File: src/design/tweep_regs.vh
// constants for the two-wire serial eeprom slave
`ifndef TWEEP_REGS_VH
`define TWEEP_REGS_VH
// device-type prefix of the slave address; the value is arbitrary
`define TWEEP_DEV_TYPE 4'h5
`define TWEEP_MEM_AW 8
`define TWEEP_PAGE_AW 4
`define TWEEP_PAGE_BYTES 16
`define TWEEP_PROG_MS 5
`define TWEEP_CLK_KHZ 50000
`define TWEEP_PROG_CYCLES (`TWEEP_PROG_MS * `TWEEP_CLK_KHZ)
`endif

File: src/design/tweep_top.v
// two-wire serial eeprom slave: bus engine around the byte array
// How it works
// the array holds 256 bytes in pages of sixteen.
// a write carries 1 to 16 bytes into a page latch, all programmed in one cycle.
// the programming cycle is timed internally and lasts 5 ms.
// with write protect high, nothing is written to the array.
// with write protect low, writes proceed normally.
// address-select pins that float are taken as zero (pulled low outside).
// three address-select pins join the slave address compare.
// while reset is active the bus is ignored; release leaves the engine idle.
// reset asserted at any time abandons the transfer and returns to idle.
// a stop returns to idle at once and starts the programming cycle of any loaded page (here only a page loaded since the last start).
// data is only ever pulled low, otherwise released.
// the master drives the clock and all start and stop conditions.
// the address byte is a type prefix, three select bits and a read bit.
// page-write bytes advance only the low four address bits.
// the address byte is not acknowledged while programming.
// the address counter points past the last byte and wraps at the top.
`timescale 1ns/1ps
`default_nettype none
`include "tweep_regs.vh"
module tweep_top #(
    parameter PROG_CYCLES = `TWEEP_PROG_CYCLES
) (
    input wire mclk,
    input wire rst_b,
    input wire scl,
    input wire sda_i,
    output reg sda_o,
    output reg sda_oe_b,
    input wire address_select_bit0,
    input wire address_select_bit1,
    input wire address_select_bit2,
    input wire write_protect,
    output reg prog_busy
);
    localparam S_IDLE = 3'd0;
    localparam S_DEVA = 3'd1;
    localparam S_WADR = 3'd2;
    localparam S_WDAT = 3'd3;
    localparam S_RDAT = 3'd4;
    localparam S_RACK = 3'd5;
    localparam S_IGN = 3'd6;
    reg [2:0] st_q;
    reg scl_q, sda_q;
    reg [3:0] bit_q;
    reg [7:0] sh_q;
    reg ack_q;
    reg drv_q;
    reg [7:0] ptr_q;
    reg wrote_q;
    reg ld_en;
    reg prog_start;
    wire busy;
    wire [7:0] rd_data;
    wire scl_rise = scl & ~scl_q;
    wire scl_fall = ~scl & scl_q;
    // start and stop: data edge while clock stays high
    wire start_c = scl & scl_q & sda_q & ~sda_i;
    wire stop_c = scl & scl_q & ~sda_q & sda_i;
    wire [2:0] sel = {address_select_bit2, address_select_bit1, address_select_bit0};
    tweep_mem #(
        .PROG_CYCLES(PROG_CYCLES)
    ) u_mem (
        .mclk(mclk),
        .rst_b(rst_b),
        .rd_addr(ptr_q),
        .rd_data(rd_data),
        .ld_en(ld_en),
        .ld_addr(ptr_q),
        .ld_data(sh_q),
        .prog_start(prog_start),
        .busy_q(busy)
    );
    always @*
    begin
        // protect blocks loading, the byte is still acknowledged
        ld_en = (st_q == S_WDAT) && ack_q && scl_fall && bit_q == 4'd8 && !write_protect;
        prog_start = stop_c && wrote_q;
    end
    // asynchronous reset drops everything to idle, line released
    always @(posedge mclk or negedge rst_b)
    begin
        if (!rst_b)
        begin
            st_q <= S_IDLE;
            scl_q <= 1'b1;
            sda_q <= 1'b1;
            bit_q <= 4'h0;
            sh_q <= 8'h00;
            ack_q <= 1'b0;
            drv_q <= 1'b0;
            ptr_q <= 8'h00;
            wrote_q <= 1'b0;
            sda_o <= 1'b1;
            sda_oe_b <= 1'b1;
            prog_busy <= 1'b0;
        end
        else
        begin
            scl_q <= scl;
            sda_q <= sda_i;
            prog_busy <= busy;
            // output is only a pull-down or release
            sda_o <= 1'b0;
            sda_oe_b <= ~drv_q;
            if (stop_c)
            begin
                // back to idle; a page loaded since the last start begins programming
                st_q <= S_IDLE;
                drv_q <= 1'b0;
                wrote_q <= 1'b0;
            end
            else if (start_c)
            begin
                st_q <= S_DEVA;
                bit_q <= 4'h0;
                drv_q <= 1'b0;
                ack_q <= 1'b0;
                wrote_q <= 1'b0;
            end
            else if (st_q != S_IDLE && st_q != S_IGN)
            begin
                if (scl_rise && bit_q < 4'd8 && st_q != S_RDAT)
                begin
                    sh_q <= {sh_q[6:0], sda_q};
                    bit_q <= bit_q + 4'h1;
                end
                else if (scl_rise && st_q == S_RDAT)
                    bit_q <= bit_q + 4'h1;
                else if (scl_rise && st_q == S_RACK && bit_q == 4'd8)
                begin
                    // master ack continues sequential read, nack ends it
                    ack_q <= ~sda_q;
                    bit_q <= 4'd9;
                end
                else if (scl_fall)
                begin
                    case (st_q)
                    S_DEVA:
                    begin
                        if (bit_q == 4'd8 && !ack_q)
                        begin
                            // match prefix and pins, silent when busy
                            if (sh_q[7:4] == `TWEEP_DEV_TYPE && sh_q[3:1] == sel && !busy)
                            begin
                                ack_q <= 1'b1;
                                drv_q <= 1'b1;
                            end
                            else
                            begin
                                st_q <= S_IGN;
                            end
                        end
                        else if (ack_q)
                        begin
                            ack_q <= 1'b0;
                            bit_q <= 4'h0;
                            if (sh_q[0])
                            begin
                                st_q <= S_RDAT;
                                sh_q <= rd_data;
                                drv_q <= ~rd_data[7];
                                ptr_q <= ptr_q + 8'h01;
                            end
                            else
                            begin
                                st_q <= S_WADR;
                                drv_q <= 1'b0;
                            end
                        end
                    end
                    S_WADR, S_WDAT:
                    begin
                        if (bit_q == 4'd8 && !ack_q)
                        begin
                            ack_q <= 1'b1;
                            drv_q <= 1'b1;
                        end
                        else if (ack_q)
                        begin
                            ack_q <= 1'b0;
                            bit_q <= 4'h0;
                            drv_q <= 1'b0;
                            if (st_q == S_WADR)
                            begin
                                ptr_q <= sh_q;
                                st_q <= S_WDAT;
                            end
                            else
                            begin
                                // wrap inside the page
                                ptr_q <= {ptr_q[7:4], ptr_q[3:0] + 4'h1};
                                wrote_q <= wrote_q | ~write_protect;
                            end
                        end
                    end
                    S_RDAT:
                    begin
                        if (bit_q == 4'd8)
                        begin
                            st_q <= S_RACK;
                            drv_q <= 1'b0;
                        end
                        else
                        begin
                            sh_q <= {sh_q[6:0], 1'b1};
                            drv_q <= ~sh_q[6];
                        end
                    end
                    S_RACK:
                    begin
                        if (bit_q == 4'd9 && ack_q)
                        begin
                            // next byte from the counter, full-array wrap
                            st_q <= S_RDAT;
                            ack_q <= 1'b0;
                            bit_q <= 4'h0;
                            sh_q <= rd_data;
                            drv_q <= ~rd_data[7];
                            ptr_q <= ptr_q + 8'h01;
                        end
                        else if (bit_q == 4'd9)
                        begin
                            st_q <= S_IGN;
                        end
                    end
                    default:
                    begin
                        st_q <= S_IGN;
                    end
                    endcase
                end
            end
        end
    end
endmodule
`default_nettype wire

File: src/design/tweep_mem.v
// byte array with page latch, programmed as one self-timed cycle
`timescale 1ns/1ps
`default_nettype none
`include "tweep_regs.vh"
module tweep_mem #(
    parameter AW = `TWEEP_MEM_AW,
    parameter PW = `TWEEP_PAGE_AW,
    parameter PROG_CYCLES = `TWEEP_PROG_CYCLES
) (
    input wire mclk,
    input wire rst_b,
    input wire [AW-1:0] rd_addr,
    output wire [7:0] rd_data,
    input wire ld_en,
    input wire [AW-1:0] ld_addr,
    input wire [7:0] ld_data,
    input wire prog_start,
    output reg busy_q
);
    localparam N = 1 << AW;
    localparam P = 1 << PW;
    reg [7:0] mem [0:N-1];
    reg [7:0] page_q [0:P-1];
    reg [P-1:0] dirty_q;
    reg [AW-PW-1:0] row_q;
    reg [31:0] cnt_q;
    integer k;
    assign rd_data = mem[rd_addr];
    always @(posedge mclk or negedge rst_b)
    begin
        if (!rst_b)
        begin
            busy_q <= 1'b0;
            cnt_q <= 32'h0;
            dirty_q <= {P{1'b0}};
            row_q <= {(AW-PW){1'b0}};
        end
        else if (busy_q)
        begin
            // self-timed; finishes exactly at the budgeted count
            if (cnt_q == PROG_CYCLES - 1)
            begin
                busy_q <= 1'b0;
                dirty_q <= {P{1'b0}};
            end
            cnt_q <= cnt_q + 32'h1;
        end
        else if (prog_start && dirty_q != {P{1'b0}})
        begin
            busy_q <= 1'b1;
            cnt_q <= 32'h0;
        end
        else if (ld_en)
        begin
            dirty_q[ld_addr[PW-1:0]] <= 1'b1;
            row_q <= ld_addr[AW-1:PW];
        end
    end
    genvar i;
    generate
        for (i = 0; i < P; i = i + 1)
        begin : g_pg
            always @(posedge mclk)
            begin
                if (ld_en && !busy_q && ld_addr[PW-1:0] == i)
                    page_q[i] <= ld_data;
            end
        end
    endgenerate
    // one writer for the array keeps it single-driven across the page entries
    always @(posedge mclk)
    begin
        // only latched bytes are written; partial pages keep the rest
        for (k = 0; k < P; k = k + 1)
        begin
            if (busy_q && cnt_q == PROG_CYCLES - 1 && dirty_q[k])
                mem[{row_q, k[PW-1:0]}] <= page_q[k];
        end
    end
endmodule
`default_nettype wire

File: config.mk
export PLATFORM = sky130hd
export DESIGN_NAME = tweep_top
export DESIGN_NICKNAME = d
export VERILOG_FILES = /design/src/design/tweep_top.v /design/src/design/tweep_mem.v
export VERILOG_INCLUDE_DIRS = /design/src /design/src/design
export SDC_FILE = /design/constraint.sdc
export NUM_CORES = 2
export LEC_CHECK = 0
export BUFFER_PORTS_ARGS = -buffer_cell sky130_fd_sc_hd__buf_4
export CORE_MARGIN = 2
export CORE_UTILIZATION = 55
export DETAILED_ROUTE_END_ITERATION = 10
export PLACE_DENSITY = 0.73
export SYNTH_ARGS = -nofsm -noshare
export SYNTH_HDL_FRONTEND = slang
export SYNTH_SLANG_ARGS = --single-unit
File: constraint.sdc
create_clock -name mclk -period 3.4 [get_ports mclk]
set_clock_uncertainty 0.1 [all_clocks]
set_input_delay 0.34 -clock mclk [delete_from_list [all_inputs] [get_ports mclk]]
set_output_delay 0.34 -clock mclk [all_outputs]
set_load 0.02 [all_outputs]
==> results.sh <==
export IMPL_die_x_um=403
export IMPL_io_pin_count=11
export IMPL_post_place_ws_ns=-0.506
export IMPL_portBuffers=10
export IMPL_cts_sinks=2260
export IMPL_cts_buffer_depth=3
export IMPL_stdcell_area_um2=102000
export IMPL_critical_path_arrival_ns=4.18
export IMPL_worstMarginPinSlew_ns=1.58
export IMPL_critPathKind="register to register"
export IMPL_cp_end_kind="register"
export IMPL_start_util_pct=55.4
export IMPL_final_setup_tns_ns=-0.323
export IMPL_yosysSeqAreaShare_pct=76.9
export IMPL_die_y_um=403
export IMPL_crit_path_frequent_cell="buf_12"
export IMPL_dpl_hpwl_um=214000
export IMPL_hold_viol=0
export IMPL_rr_endpoint="drv_q$_DFFE_PN0P_"
export IMPL_cp_cell_sequence="buf_12 -> buf_16 -> buf_12 -> buf_12 -> buf_4 -> mux4_2 -> o22ai_1 -> nand2_1 -> a31o_2 -> o32ai_4 -> a21oi_4 -> o41ai_2"
export IMPL_worst_hold_startpoint="address_select_bit1"
export IMPL_grt_pass1_vias=47600
export IMPL_cts_tree="built"
export IMPL_cts_buffers=212
export IMPL_grt_usage_pct=39.9
export IMPL_placed_cells=6583
export IMPL_grt_overflow=0
export IMPL_cp_endpoint="drv_q$_DFFE_PN0P_"
export IMPL_area_growth_pct=16.5
export IMPL_status="finished, violations left"
export IMPL_regArea_um2=67500
export IMPL_antenna_found_initial=55
export IMPL_nets=4788
export IMPL_ys_warn_count=0
export IMPL_syn_num_nets=4138
export IMPL_core_um2=158000
export IMPL_fmax_mhz=283
export IMPL_synthCells=4120
export IMPL_violations="capacitance limit, slew limit, setup timing"
export IMPL_critPathMaxFanout=8
export IMPL_dpl_cell_area_um2=94400
export IMPL_avgRoutedWirePerCell_um=46.2
export IMPL_drv_cap=1
export IMPL_rsz0062_at_grt="yes"
export IMPL_clock_latency_ns=0.92
export IMPL_drc_errors=0
export IMPL_detail_route_first_pass_iterations=7
export IMPL_post_route_min_period_ns=3.54
export IMPL_drt_wl_total_um=325000
export IMPL_setup_violations=4
export IMPL_syn_area_um2=87700
export IMPL_ant_nets=0
export IMPL_synth_edf_count=2176
export IMPL_reg2reg_from="ptr_q[0]$_DFFE_PN0P_"
export IMPL_total_power_mw=76.9
export IMPL_fin_ws_ns=-0.137
export IMPL_synth_distinct_cells=73
export IMPL_via_per_inst=7.27
export IMPL_fillers=10100
export IMPL_finalCritPeriodShare_pct=104
export IMPL_critPathLaunch="ptr_q[0]$_DFFE_PN0P_"
export IMPL_worstPathRequired_ns=4.04
export IMPL_num_rows=146
export IMPL_r2r_cells=12
export IMPL_ys_seq_elements=2260
export IMPL_h_tree_depth=4
export IMPL_async_reset_ff_share_pct=3.72
export IMPL_cts_root_buf="clkbuf_16"
export IMPL_relSlewSlack_pct=-5.54
export IMPL_hp_class="input port to register"
export IMPL_grt_pass1_wl_um=426000
export IMPL_syn_avg_cell_area_um2=21.3
export IMPL_finalMaxSlewViolations=17
export IMPL_synth_flop_cell="edfxtp_1"
export IMPL_num_vias=51200
export IMPL_p_leak_nw=33.0
export IMPL_ir_worst_vdd_v=0.000576
export IMPL_slowest_stage="mux4_2"
export IMPL_multi_input_area_um2=19300
export IMPL_die_area_um2=163000
export IMPL_final_layout_size_suffix_gt1_share_pct=33.1
export IMPL_path_clk_slew_ns=0.06
export IMPL_grt_max_degree=40
export IMPL_powerDensity_nw_per_um2=753
export IMPL_whs_ns=0.0663
export IMPL_rrSetupSlack_ns=-0.14
export IMPL_gp_congestion=1.08
export IMPL_start_kind="register"
export IMPL_post_route_util_pct=64.5
export IMPL_drtIter0Drc=11200
export IMPL_max_stage_delay_ns=0.61
export IMPL_final_cells=7035
[Yosys cell counts, types with 18 or more instances]
library cell  number  area, um^2
nor2_1           328        1230
a21oi_1           50         250
a22oi_1           22         165
a31oi_1           29         181
mux4_2           608       13700
nor2b_1           20         125
dfrtp_1           80        2000
mux2i_1           28         280
buf_2             53         265
buf_1             18        67.6
and3_1            22         138
nor3_1            32         160
inv_1             18        67.6
edfxtp_1        2176       65300
nand3_1           52         260
nand2_1          148         556
o21ai_0           57         285
clkbuf_1         130         488
[how the worst min path moves through the flow]
stage / end / slack, ns / cells past startpoint
2_1_floorplan: ack_q$_DFFE_PN0P_ / -0.06 / 0
3_3_place_gp: prog_busy$_DFF_PN0_ / 0.16 / 1
3_5_place_dp: prog_busy$_DFF_PN0_ / 0.16 / 1
4_1_cts: drv_q$_DFFE_PN0P_ / 0.03 / 6
5_1_grt: sda_q$_DFF_PN1_ / 0.08 / 2
6_report: drv_q$_DFFE_PN0P_ / 0.07 / 6
[final cells by class]
type / count / share of cell area, %
well taps: 2072 / 2.54
flip-flops and latches: 2260 / 66.0
clock buffers: 250 / 5.38
repair buffers: 667 / 5.59
multi-input cells: 1608 / 18.9
clock inverters: 143 / 1.50
diodes: 14 / 0.0343
inverters: 21 / 0.0771
[routing by layer]
| metal | share of wire, % | wire length, um | GRT usage, % |
|---|---|---|---|
| met5 | 0.13 | 408 | 0 |
| met4 | 7.8 | 25400 | 22.9 |
| met1 | 32 | 103000 | 51.4 |
| met3 | 18 | 57400 | 17.2 |
| met2 | 43 | 139000 | 57.1 |
[critical path, delay by kind of cell (launching register included)]
kind                   cells  cell delay [ns]
AND/OR/NAND/NOR            1             0.11
AO/OA/AOI/OAI              5             1.37
buffers and inverters      5             0.76
multiplexers               1             0.61
flip-flops                 1             0.44
[placed cells by master (no fill, tap or decap), types with 9 or more instances in the layout]
cell / n
nand3_1: 48
nor2b_1: 18
edfxtp_1: 2176
nor4_1: 14
o21ai_0: 53
buf_12: 40
mux2_2: 12
a21oi_1: 47
nand2b_1: 11
o31ai_1: 9
bufinv_16: 21
nor3_1: 31
clkinv_4: 9
buf_4: 606
inv_1: 17
clkinv_1: 54
mux2i_1: 27
clkinv_16: 9
o22ai_1: 12
nand4_1: 14
clkbuf_16: 216
nor2_1: 327
clkbuf_1: 35
diode_2: 14
clkinv_2: 35
ha_1: 10
nand2_1: 148
a2111oi_0: 9
clkinvlp_4: 13
mux4_2: 608
and3_1: 22
a211oi_1: 10
a22oi_1: 19
dfrtp_1: 75
a31oi_1: 29
[report_power, final]
| group | switching (mW) | internal (mW) | total (mW) |
|---|---|---|---|
| Sequential | 0.230 | 30.3 | 30.6 |
| Clock | 10.8 | 13.3 | 24.1 |
| Combinational | 13.4 | 8.87 | 22.3 |
[sequential cells by signal, indices dropped and copies added (netlist names)]
signal	cells
ack_q	1
bit_q	4
drv_q	1
prog_busy	1
ptr_q	8
scl_q	1
sda_o	1
sda_oe_b	1
sda_q	1
sh_q	8
st_q	3
u_mem.busy_q	1
u_mem.cnt_q	32
u_mem.dirty_q	16
u_mem.mem	2048
u_mem.page_q	128
u_mem.row_q	4
wrote_q	1
[kinds of logic after synthesis]
group | Yosys count | share of synthesized area, %
AOI/OAI and AO/OA | 264 | 2.01
xor gates and xnor gates | 4 | 0.0399
adders and majority gates | 10 | 0.143
buffers and inverters | 252 | 1.35
DFF | 2260 | 76.9
muxes | 650 | 16.1
other | 1 | 0.00428
and+or+nand+nor | 679 | 3.42
[repair_timing]
action / 4_1_cts / 5_1_grt
setup endpoints to repair: 9 / 8
hold buffers: 6 / 0
gates cloned: 0 / 2
resized for setup: 14 / 41
setup buffers: 4 / 33
pin swaps: 1 / 14
hold endpoints to repair: 89 / 0
Power figures use the tool's default switching activity.
